File: src/asc_consts.svh
// constants shared by the add/subtract and compare datapath
`ifndef ASC_CONSTS_SVH
`define ASC_CONSTS_SVH

// default operand width and the least width allowed
`define ASC_WIDTH_DEF     8
`define ASC_WIDTH_MIN     2

// levels an unconnected select or carry input falls back to
`define ASC_ADD_SUB_DEF   1'b1
`define ASC_CARRY_IN_DEF  1'b0

// select levels
`define ASC_SEL_ADD       1'b1
`define ASC_SEL_SUB       1'b0

`endif

File: src/asc_pkg.sv
// types for the add/subtract and compare datapath
package asc_pkg;

    // number representation of the operands
    typedef enum logic [0:0] {
        ASC_REP_UNSIGNED = 1'b0,
        ASC_REP_SIGNED   = 1'b1
    } asc_rep_t;

endpackage

File: src/asc_datapath.sv
// unsigned adder/subtractor with carry and a magnitude comparator
//
// Function
// RULE1: operands and result share one width, at least two
// RULE2: select high adds, low subtracts, defaults high
// RULE3: carry input takes part, defaults to zero
// RULE4: result is a plus/minus b plus/minus carry
// RULE5: carry output flags unsigned overflow of width
// RULE6: overflow output has no unsigned meaning
// RULE7: representation set explicitly, only unsigned supported; REPRESENTATION defaults to unsigned when not set
// RULE8: sums above the maximum wrap modulo the width
// RULE9: less-than high exactly when a below b
// RULE10: equal high exactly when operands match
// RULE11: greater-than high exactly when a above b
// RULE12: outputs purely combinational, nothing is registered
`timescale 1ns/1ps
`include "asc_consts.svh"

module asc_datapath
    import asc_pkg::*;
#(
    parameter int       WIDTH          = `ASC_WIDTH_DEF,
    parameter asc_rep_t REPRESENTATION = ASC_REP_UNSIGNED
) (
    // check sampling only, no datapath state uses these
    input  wire logic             core_clk,
    input  wire logic             resetn,
    // operands
    input  wire logic [WIDTH-1:0] dataa,
    input  wire logic [WIDTH-1:0] datab,
    // arithmetic control, defaults apply when left open
    input  wire logic             add_sub  = `ASC_ADD_SUB_DEF,
    input  wire logic             carry_in = `ASC_CARRY_IN_DEF,
    // arithmetic results
    output logic      [WIDTH-1:0] sum,
    output logic                  carry_out,
    output logic                  overflow,
    // comparison results
    output logic                  a_lt_b,
    output logic                  a_eq_b,
    output logic                  a_gt_b
);

    // refuse illegal parameter settings at elaboration
    generate
        // RULE1: width floor check
        if (WIDTH < `ASC_WIDTH_MIN) begin : g_bad_width
            $error("operand width must be at least two bits");
        end
        // RULE7: only unsigned accepted
        if (REPRESENTATION != ASC_REP_UNSIGNED) begin : g_bad_rep
            $error("only unsigned representation is supported");
        end
    endgenerate

    logic [WIDTH:0] wide_add;   // sum with carry bit on top
    logic [WIDTH:0] wide_sub;   // difference with borrow bit on top
    logic [WIDTH:0] carry_ext;  // carry input widened

    // widened add and subtract, the top bit catches wrap-around
    always_comb begin
        carry_ext = {{WIDTH{1'b0}}, carry_in};
        // RULE3: carry takes part
        // RULE4: plus path
        wide_add  = {1'b0, dataa} + {1'b0, datab} + carry_ext;
        // RULE4: minus path
        wide_sub  = {1'b0, dataa} - {1'b0, datab} - carry_ext;
    end

    // result selection and flags
    always_comb begin
        // RULE2: select steers operation
        if (add_sub == `ASC_SEL_ADD) begin
            // RULE8: low bits wrap
            sum       = wide_add[WIDTH-1:0];
            // RULE5: carry out of width
            carry_out = wide_add[WIDTH];
        end else begin
            sum       = wide_sub[WIDTH-1:0];
            // RULE5: borrow out of width
            carry_out = wide_sub[WIDTH];
        end
        // RULE6: signed-style hint only
        if (add_sub == `ASC_SEL_ADD) begin
            overflow = (dataa[WIDTH-1] == datab[WIDTH-1])
                     && (sum[WIDTH-1] != dataa[WIDTH-1]);
        end else begin
            overflow = (dataa[WIDTH-1] != datab[WIDTH-1])
                     && (sum[WIDTH-1] != dataa[WIDTH-1]);
        end
    end

    // unsigned magnitude compare
    always_comb begin
        // RULE9: less-than
        a_lt_b = (dataa < datab);
        // RULE10: equality
        a_eq_b = (dataa == datab);
        // RULE11: greater-than
        a_gt_b = (dataa > datab);
    end

    // checks below are sampled on core_clk and held off in reset
    // the references are built apart from the datapath expressions so
    // that a slip in one is not copied into the other

    logic [WIDTH+1:0] ref_add;  // independent reference sum
    logic [WIDTH+1:0] ref_sub;  // independent reference difference
    logic [WIDTH+1:0] max_val;  // largest representable value
    logic [WIDTH:0]   ref_diff; // a minus b alone, borrow on top
    logic [WIDTH+1:0] ref_sadd; // two's complement sum, sign extended
    logic [WIDTH+1:0] ref_ssub; // two's complement difference
    logic             ref_sovf; // signed range exceeded by chosen op

    // unsigned references, two spare bits (one on ref_diff) keep every carry visible
    always_comb begin
        ref_add  = {2'h0, dataa} + {2'h0, datab}
                 + {{(WIDTH+1){1'b0}}, carry_in};
        ref_sub  = {2'h0, dataa} - {2'h0, datab}
                 - {{(WIDTH+1){1'b0}}, carry_in};
        max_val  = {2'h0, {WIDTH{1'b1}}};
        ref_diff = {1'b0, dataa} - {1'b0, datab};
    end

    // signed references for the overflow hint only
    always_comb begin
        ref_sadd = {{2{dataa[WIDTH-1]}}, dataa}
                 + {{2{datab[WIDTH-1]}}, datab}
                 + {{(WIDTH+1){1'b0}}, carry_in};
        ref_ssub = {{2{dataa[WIDTH-1]}}, dataa}
                 - {{2{datab[WIDTH-1]}}, datab}
                 - {{(WIDTH+1){1'b0}}, carry_in};
        // out of range when the two top result bits disagree
        if (add_sub == `ASC_SEL_ADD) begin
            ref_sovf = (ref_sadd[WIDTH] != ref_sadd[WIDTH-1]);
        end else begin
            ref_sovf = (ref_ssub[WIDTH] != ref_ssub[WIDTH-1]);
        end
    end
endmodule

File: config.mk
export PLATFORM = sky130hd
export DESIGN_NAME = asc_datapath
export DESIGN_NICKNAME = d
export VERILOG_FILES = /design/src/asc_pkg.sv /design/src/asc_datapath.sv
export VERILOG_INCLUDE_DIRS = /design/src
export SDC_FILE = /design/constraint.sdc
export NUM_CORES = 1
export LEC_CHECK = 0
export BUFFER_PORTS_ARGS = -buffer_cell sky130_fd_sc_hd__buf_4
export CAP_MARGIN = 10
export CORE_MARGIN = 3
export CORE_UTILIZATION = 35
export DETAILED_ROUTE_END_ITERATION = 16
export PLACE_DENSITY = 0.59
export SYNTH_ARGS = -nofsm -noshare
export SYNTH_HDL_FRONTEND = slang
export SYNTH_SLANG_ARGS = --single-unit
File: constraint.sdc
create_clock -name vclk -period 3.3
set_input_delay 0.66 -clock vclk [all_inputs]
set_output_delay 0.66 -clock vclk [all_outputs]
set_load 0.05 [all_outputs]
After elaboration in Yosys (flattened, before gate mapping):

Cells that the tools add are included.

* memory bits (read-only): 0
* RAM bits: 0
* output and inout port bits: 13
* memories: 0
* flip-flop bits (word level): 0
* logic and storage cells: 15
* latch bits: 0

* shifts and indexed selects: 0
* $mul: 0
* add/sub/neg operators: 4
* equality and inequality tests: 4
* bitwise operators: 0
* div/mod/pow operators: 0
* multiplexer cells: 3
* magnitude comparators: 2
* reduce and logical (&&, ||, !) cells: 2

Operator list (number)
* 8-bit by 8-bit adder with 9-bit output: 1
* 9-bit by 1-bit adder with 9-bit output: 1
* 8-bit by 8-bit subtractor with 9-bit output: 1
* 9-bit by 1-bit subtractor with 9-bit output: 1
* 8-bit equality test: 1
* 8-bit greater-than comparator: 1
* 8-bit < comparator: 1
* 8-bit 2-to-1 mux: 1
* 1-bit logical AND: 2
* 1-bit 2-to-1 mux: 2
* 1-bit != test: 2
* 1-bit equality test: 1

Longest topological paths before layout:

Gate-level depths: netlist (run 1).

* depth in word-level cells: 6
* mapped depth: 9

Worst setup path after synthesis (run 1):

Ideal clock, no wire load.

* path kind: input to output
* start: input port dataa[4]
* end: output port carry_out
* cell stages on the path: 9
* path buffers: 0
* arrival: 2.998 ns
* required time: 2.640 ns
* setup slack: -0.358 ns
* cell sequence: inv_1 > ha_1 > inv_1 > ha_1 > or3_1 > a211o_1 > a31oi_2 > xnor2_1 > a21oi_1

* longest elaborated chain between the ends: 3

RTL lines
* start: declaration: line asc_datapath.sv:29 `input wire logic [WIDTH-1:0] dataa,`
* 8-bit by 8-bit subtractor with 9-bit output / 8-bit by 8-bit adder with 9-bit output (equally long branches)
* 9-bit by 1-bit subtractor with 9-bit output / 9-bit by 1-bit adder with 9-bit output (equally long branches): line asc_datapath.sv:67, asc_datapath.sv:65
* 1-bit 2-to-1 mux *: line asc_datapath.sv:73 `` if (add_sub == `ASC_SEL_ADD) begin ``
* end: declaration: line asc_datapath.sv:36 `output logic carry_out,`

Every way passes the cells marked *; elsewhere a longest branch is shown, timed or not.

Worst setup path after layout (run 1):

* start: input port datab[0]
* end: output port sum[5]

* longest elaborated chain between the ends: 3

RTL lines
* start: declaration: line asc_datapath.sv:30 `input wire logic [WIDTH-1:0] datab,`
* 8-bit by 8-bit subtractor with 9-bit output / 8-bit by 8-bit adder with 9-bit output (equally long branches)
* 9-bit by 1-bit subtractor with 9-bit output / 9-bit by 1-bit adder with 9-bit output (equally long branches): line asc_datapath.sv:67, asc_datapath.sv:65
* 8-bit 2-to-1 mux *: line asc_datapath.sv:73
* end: declaration: line asc_datapath.sv:35 `output logic [WIDTH-1:0] sum,`

Marks and branches as above.

==> results.txt, run 1 <==
----------------------------------------------------
[Placement]
  Dpl cell area ... approximately 1600 um2
  DP HPWL ... about 2.5 mm
  Number of I/O port buffers ... 31
  Final GP Congestion ... just under 0.9
  Worst slack, placed ... -0.0856 ns

[Routing]
  Post-detailed-route via-to-cell ratio ... between 4 and 5
  Remaining antenna violation count after routing ... 0
  DR DRC count ... 0
  Total wire length after detailed routing ... just under 3 mm
  Number of DRC markers after the initial detailed-route iteration ... 21
  First-pass detailed-route iteration total ... 4
  Via count ... ~1200
  Wirelength per Cell ... between 10 and 15 um

[Timing]
  Min setup slack post-route ... between 0.03 and 0.04 ns
  F_max ... a little over 300 MHz
  Hold Fails Final Rpt ... 0
  Max-slew headroom ... roughly three quarters
  Post-route fraction of the period consumed by the critical path ... between 90 and 100%
  Final setup viols ... 0
  Transition time of the tightest slew-check pin ... between 0.3 and 0.4 ns
  Count of final max-slew check failures ... 0
  Clock period minus worst slack ... 3.26 ns
  Setup total negative slack ... 0 ns
  Setup repair after global routing missed its margin ... true

[Setup path]
  Cell with the largest stage delay on the worst path ... sky130_fd_sc_hd__fa_1
  Critical Path Sink Type ... output pin
  Data required, critical path ... approximately 2.6 ns
  Critical Path, Cell by Cell ... buf_8, fa_1, inv_1, ha_2, o21ai_2, nand3b_1, buf_6, a31oi_4, xor2_1, mux2i_2, buf_6
  Critical path type ... in2out
  Crit path max fanout ... 3
  Type of origin of the critical path ... primary input
  Critical path's largest stage delay ... 0.58 ns
  Critical path data arrival time ... between 2 and 3 ns
  Cell repeated most along the worst path ... sky130_fd_sc_hd__buf_6

[Final layout]
  Layout overhead on the synthesized area ... 47.4%
  Net count, final ... roughly 260
  Layout clock buffers ... 0
  Footprint of the flip-flops and latches ... 0 um2
  Share of final-layout standard cells stronger than drive strength 1 ... between 30% and 40%
  Diode insertion count for antenna repair ... 0
  Cell area after layout ... around 1700 um2
  Total number of sequential cells ... 0

[Floorplan]
  Die height ... 63.4 um
  Starting density of the core ... 37.1%
  Die Outline Area ... roughly 4000 um2
  Area of the core ... 3100 um2
  Num rows ... 20
  Num ports ... 33
  Chip width ... ~63 um

[Logic synthesis]
  Count of unique library cells instantiated by Yosys ... 39
  Synthesized instance count ... 153
  Synthesized area per cell ... between 7 and 8 um2
  Post-synth top area cell ... sky130_fd_sc_hd__ha_1
  Mapped Nets ... a little over 200
  Xor/xnor cell area share of the yosys netlist ... 11.8%
  Synth Area in Simple Gates ... about 16%
  Synthesized-area fraction occupied by adder cells ... 38.4%
  Share of the yosys chip area belonging to registers ... 0%
  Post-synthesis mux area share ... between 2 and 3%
  Largest family of logic cells by synthesized area ... adder cells
  Top cells by area in the synthesized netlist ... sky130_fd_sc_hd__ha_1 (31%), sky130_fd_sc_hd__inv_1 (9.8%), sky130_fd_sc_hd__fa_1 (6.9%)
  Synthesized-area fraction occupied by ao, oa, aoi and oai cells ... about a fifth
  Synthesis Warnings ... 0
  Share of the synthesized area in the top cell type ... 31.5%
  Post-synthesis instance area ... 1150 um2

[GRT]
  Via count of the first global-routing pass ... between 1000 and 1500
  Number of antenna violations at the first check in global routing ... 0
  Largest net degree at the start of global routing ... 16
  First-pass GRT wire length ... just under 5 mm
  Total overflow reported by the global router ... 0
  Total routing resource utilization after global routing ... about 14%

[Pwr]
  Cell Pwr Density ... between 200 and 300 nW/um2
  Worst vdd ir ... ~140 uV
  Total design power ... slightly above 500 uW
  Leakage power summed over all cells ... ~0.00086 uW

[Status]
  Result of the run ... finished, final reports clean

[Flow run]
  Number of maximum-capacitance constraint violations ... 0

[Min path]
  Worst Hold Class ... in2out

[Clocking]
  Hold-fix buffers at CTS ... 0
  Buffer count from post-CTS setup fixing ... 0

----------------------------------------------------
[layout make-up]
class	count	area [um2]
well taps	44	55.1
inverters	30	113
repair buffers	51	420
fillers	326	1400
multi-input cells	121	1110
[path summary, 6_finish.rpt]
kind	end	from	slack [ns]	cells past startpoint
setup / recovery	sum[5]	datab[0]	0.04	11
hold / removal	sum[3]	add_sub	1.76	3
[cell usage in the layout, fill, tap and decap left out, types with 2 or more instances in the layout]
cell type / n
sky130_fd_sc_hd__fa_1: 3
sky130_fd_sc_hd__a21oi_1: 7
sky130_fd_sc_hd__ha_2: 3
sky130_fd_sc_hd__a21oi_2: 6
sky130_fd_sc_hd__nor2_1: 11
sky130_fd_sc_hd__xnor2_1: 8
sky130_fd_sc_hd__nor2b_1: 5
sky130_fd_sc_hd__nor3_1: 2
sky130_fd_sc_hd__ha_1: 26
sky130_fd_sc_hd__nand2_1: 6
sky130_fd_sc_hd__buf_6: 8
sky130_fd_sc_hd__nand3_1: 2
sky130_fd_sc_hd__inv_1: 29
sky130_fd_sc_hd__o21ai_2: 2
sky130_fd_sc_hd__buf_4: 42
sky130_fd_sc_hd__o21ai_0: 3
sky130_fd_sc_hd__o21bai_1: 4
sky130_fd_sc_hd__xor2_1: 5
sky130_fd_sc_hd__o21ai_1: 2
sky130_fd_sc_hd__nand4_1: 2
[worst max-delay path, delay by kind of cell]
kind / cells / cell delay, ns
AOI/OAI and AO/OA: 2 / 0.25
xor gates and xnor gates: 1 / 0.09
adders and majority gates: 2 / 0.74
buffers and inverters: 4 / 0.51
muxes: 1 / 0.20
and+or+nand+nor: 1 / 0.14
[through the flow]
stage | utilization [%] | hold slack, ns | std cells
finish | 54.8 | 1.76 | 246
global route | 54.8 | 1.79 | 246
CTS | 53.3 | 1.79 | 246
detailed placement | 52.1 | 1.79 | 246
global placement | 52.1 | 1.79 | 246
floorplan | - | 1.62 | 153
[Yosys cell counts (2+ instances only)]
library cell	instances
sky130_fd_sc_hd__nand3_1	2
sky130_fd_sc_hd__nand4_1	2
sky130_fd_sc_hd__o21bai_1	4
sky130_fd_sc_hd__xor2_1	5
sky130_fd_sc_hd__nand2_1	6
sky130_fd_sc_hd__nor2_1	11
sky130_fd_sc_hd__nor3_1	2
sky130_fd_sc_hd__ha_1	29
sky130_fd_sc_hd__mux2i_1	3
sky130_fd_sc_hd__inv_1	30
sky130_fd_sc_hd__a21oi_1	12
sky130_fd_sc_hd__o21ai_1	2
sky130_fd_sc_hd__xnor2_1	8
sky130_fd_sc_hd__fa_1	4
sky130_fd_sc_hd__nor2b_1	5
sky130_fd_sc_hd__o21ai_0	5
[per-layer routing]
metal,global-route usage (%),part of all wire (%)
met2,29.5,54
met5,0,0
met1,16.3,41
met3,0.713,3.2
met4,1.89,1.6
[logic make-up (layout without fill, tap and decap cells)]
kind of cell,after synthesis,count (layout)
XOR/XNOR,14,14
multiplexers,3,3
AND/OR/NAND/NOR,35,35
buffers and inverters,32,81
adder cells (fa/ha/maj),33,33
AO/OA/AOI/OAI,36,36
[power breakdown]
| group | internal, uW | total (uW) | leakage (uW) | switching (uW) |
|---|---|---|---|---|
| Clock | 0 | 0 | 0 | 0 |
| Sequential | 0 | 0 | 0 | 0 |
| Combinational | 212 | 503 | 0.000863 | 290 |
[repair_timing]
action | in CTS | in global routing
resized for setup | 10 | 14
setup endpoints to repair | 4 | 6
pin swaps | 5 | 12
cloned | 0 | 0
(Power assumes the default switching activity.)
==> inputs of run 2 (changes only) <==
--- a/config.mk
+++ b/config.mk
@@ -12,6 +12,7 @@
 export CORE_UTILIZATION = 35
 export DETAILED_ROUTE_END_ITERATION = 16
 export PLACE_DENSITY = 0.59
+export SETUP_SLACK_MARGIN = 0.3
 export SYNTH_ARGS = -nofsm -noshare
 export SYNTH_HDL_FRONTEND = slang
 export SYNTH_SLANG_ARGS = --single-unit
==> run 2 against run 1 <==
Effect of this change:
- via count increased by 4.1%
- count of clock-buffer cells in the layout is the same
- largest power group unchanged
- routed wire length increased by 13%
- final cell count up 1.2%
- non-clock buffer count increased by 3
- die area unchanged
- final area grew 14%
- largest cell class unchanged
- critical path depth fell by 1
- worst setup slack worse by 0.021 ns
==> results.txt, run 2 (synthesis results as in run 1) <==
----------------------------------------------------
[Final layout]
  Area of the multi-input gates ... 1300 um2 (+17%)
  End-of-flow core utilization ... 62.3% (+7.5 points)
  Final std cells w/o fill ... 249 (+1.2%)
  Net count, final ... 260 (+1.2%)
  Footprint of the flip-flops and latches ... 0 um2 (unchanged)
  Share of final-layout standard cells stronger than drive strength 1 ... 47.3% (+12 points)
  Leading cell types in the layout, fill and taps excluded ... sky130_fd_sc_hd__buf_4 (42), sky130_fd_sc_hd__inv_1 (25), sky130_fd_sc_hd__ha_1 (22)
  Most common library cell in the layout ignoring fill and taps ... sky130_fd_sc_hd__buf_4
  Total number of sequential cells ... 0 (unchanged)
  # fillers ... 287 (-12%)
  Layout clock buffers ... 0 (unchanged)
  Layout overhead on the synthesized area ... 67.8%
  Diode insertion count for antenna repair ... 0 (unchanged)

[GRT]
  GR met2 Demand/Resource ... 31.3% (+1.8 points)
  Met3 Resource Use GR ... 0.891% (+0.18 points)
  Largest net degree at the start of global routing ... 16 (unchanged)
  Total routing resource utilization after global routing ... 15.9% (+1.5 points)
  Number of antenna violations at the first check in global routing ... 0 (unchanged)
  First-pass GRT wire length ... 5.30 mm (+8.9%)
  Most crowded layer after global routing ... met2
  Total overflow reported by the global router ... 0 (unchanged)
  Via count of the first global-routing pass ... 1250 (+6.9%)
  Fraction of met1 tracks used by global routing ... 18.8% (+2.5 points)

[Timing]
  Final setup viols ... 0 (unchanged)
  Clock period minus worst slack ... 3.28 ns (+0.0208 ns)
  Setup repair after global routing missed its margin ... true
  Hold Fails Final Rpt ... 0 (unchanged)
  Setup total negative slack ... 0 ns (unchanged)
  Post-route fraction of the period consumed by the critical path ... 99.5% (+0.63 points)
  F_max ... 305 MHz (-0.63%)
  Count of final max-slew check failures ... 0 (unchanged)
  Transition time of the tightest slew-check pin ... 0.451 ns (+0.0761 ns)
  Max-slew headroom ... 69.7% (-5.2 points)

[Routing]
  Number of DRC markers after the initial detailed-route iteration ... 32 (+52%)
  Post-detailed-route via-to-cell ratio ... 5.00 (+2.8%)
  Remaining antenna violation count after routing ... 0 (unchanged)
  First-pass detailed-route iteration total ... 4 (unchanged)
  Total wire length after detailed routing ... 3.30 mm (+13%)
  DR DRC count ... 0 (unchanged)
  Via count ... 1245 (+4.1%)
  Wirelength per Cell ... 13.2 um (+11%)

[Setup path]
  Cell with the largest stage delay on the worst path ... sky130_fd_sc_hd__fa_1
  Critical Path, Cell by Cell ... buf_8, fa_1, inv_1, ha_2, o21ai_2, nand3b_1, a31oi_1, xor2_1, mux2i_4, buf_6
  Data required, critical path ... 2.64 ns (about the same)
  Critical path data arrival time ... 2.62 ns (+0.02 ns)
  Critical path type ... in2out
  End point of the critical path ... sum[5]
  Launch point of the critical path ... datab[0]
  Type of origin of the critical path ... primary input
  Critical Path Sink Type ... output pin
  Crit path max fanout ... 3 (unchanged)
  Critical path's largest stage delay ... 0.58 ns (about the same)

[Pwr]
  Fraction of power consumed by combinational cells ... 100.0% (about the same)
  Leakage power summed over all cells ... 0.000927 uW (+7.4%)
  Clock network fraction of total power ... 0% (unchanged)
  Internal Power ... 259 uW (+22%)
  Sequential Power Share ... 0% (unchanged)
  Switching power as a share of total power ... 56.0% (-1.7 points)
  Cell Pwr Density ... 305 nW/um2 (+3.0%)
  Total design power ... 589 uW (+17%)
  Net switching power ... 330 uW (+14%)
  Worst vdd ir ... 122 uV (-13%)

[Floorplan]
  Chip width ... 63.4 um (unchanged)
  Area of the core ... 3100 um2 (unchanged)
  Die height ... 63.4 um (unchanged)
  Num rows ... 20 (unchanged)
  Die Outline Area ... 4020 um2 (unchanged)
  Num ports ... 33 (unchanged)
  Starting density of the core ... 37.1% (unchanged)

[Min path]
  Count of cells along the worst hold path ... 3 (unchanged)
  Worst Hold Class ... in2out

[Status]
  Result of the run ... finished, final reports clean

[Placement]
  Final GP Congestion ... 0.868 (+0.47%)
  Number of I/O port buffers ... 31 (unchanged)
  Cell count after placement ... 244 (-0.81%)
  DP HPWL ... 2.70 mm (+6.1%)

[Flow run]
  Number of maximum-capacitance constraint violations ... 0 (unchanged)

----------------------------------------------------
## run 2: cell count changes in the layout (fill, tap and decap cells not counted), moves of 2 or more
cell,delta
sky130_fd_sc_hd__ha_4,+5
sky130_fd_sc_hd__ha_1,-4
sky130_fd_sc_hd__inv_1,-4
sky130_fd_sc_hd__a21oi_1,-3
sky130_fd_sc_hd__a21oi_4,+3
sky130_fd_sc_hd__xnor2_1,-3
sky130_fd_sc_hd__xnor2_2,+3
sky130_fd_sc_hd__buf_6,+2
sky130_fd_sc_hd__fa_1,-2
sky130_fd_sc_hd__fa_2,+2
sky130_fd_sc_hd__inv_2,+2
sky130_fd_sc_hd__o21ai_0,-2
## run 2: through the flow
step	area, um2	setup slack [ns]	hold slack [ns]
global route	1930	-0.114	1.79
global placement	1700	-0.0515	1.80
CTS	1800	-0.00524	1.77
floorplan	1290	0.0960	1.59
finish	1930	0.0181	1.76
detailed placement	1700	-0.0607	1.79
## run 2: critical path: cells and delay by family
kind / cells / cell delay [ns]
compound gates: 2 / 0.34
buf+inv: 3 / 0.33
fa+ha+maj: 2 / 0.75
mux: 1 / 0.12
xor+xnor: 1 / 0.27
simple gates: 1 / 0.15
## run 2: layout make-up
| class | instances | area share (%) |
|---|---|---|
| timing repair buffer | 54 | 23.7 |
| multi-input combinational | 121 | 67.3 |
| inverter | 30 | 6.15 |
| tap | 44 | 2.85 |
## run 2: per-layer routing
| layer | up-vias | wire length, um |
|---|---|---|
| met5 | - | 0 |
| met4 | 0 | 51 |
| met3 | 6 | 134 |
| met2 | 35 | 1750 |
| met1 | 583 | 1360 |
| li1 | 621 | - |
## run 2: how the worst min path moves through the flow
stage | end | startpoint
5_1_grt | sum[3] | add_sub
3_5_place_dp | sum[3] | add_sub
4_1_cts | sum[3] | add_sub
3_3_place_gp | sum[0] | add_sub
2_1_floorplan | sum[0] | dataa[1]
6_report | sum[3] | add_sub
## run 2: power by group through the flow
stage                     registers, uW  clock network, uW  logic, uW
final                                 0                  0        589
after global routing                  0                  0        629
after CTS                             0                  0        546
after detailed placement              0                  0        505
after global placement                0                  0        495
after floorplan                       0                  0        355
## run 2: what timing repair did
action / in CTS / in global routing
gates cloned: 0 / 0
setup buffers: 2 / 3
hold endpoints to repair: 0 / 0
hold buffers: 0 / 0
gates resized for setup: 22 / 27
setup endpoints to repair: 7 / 9
pin swaps: 13 / 11
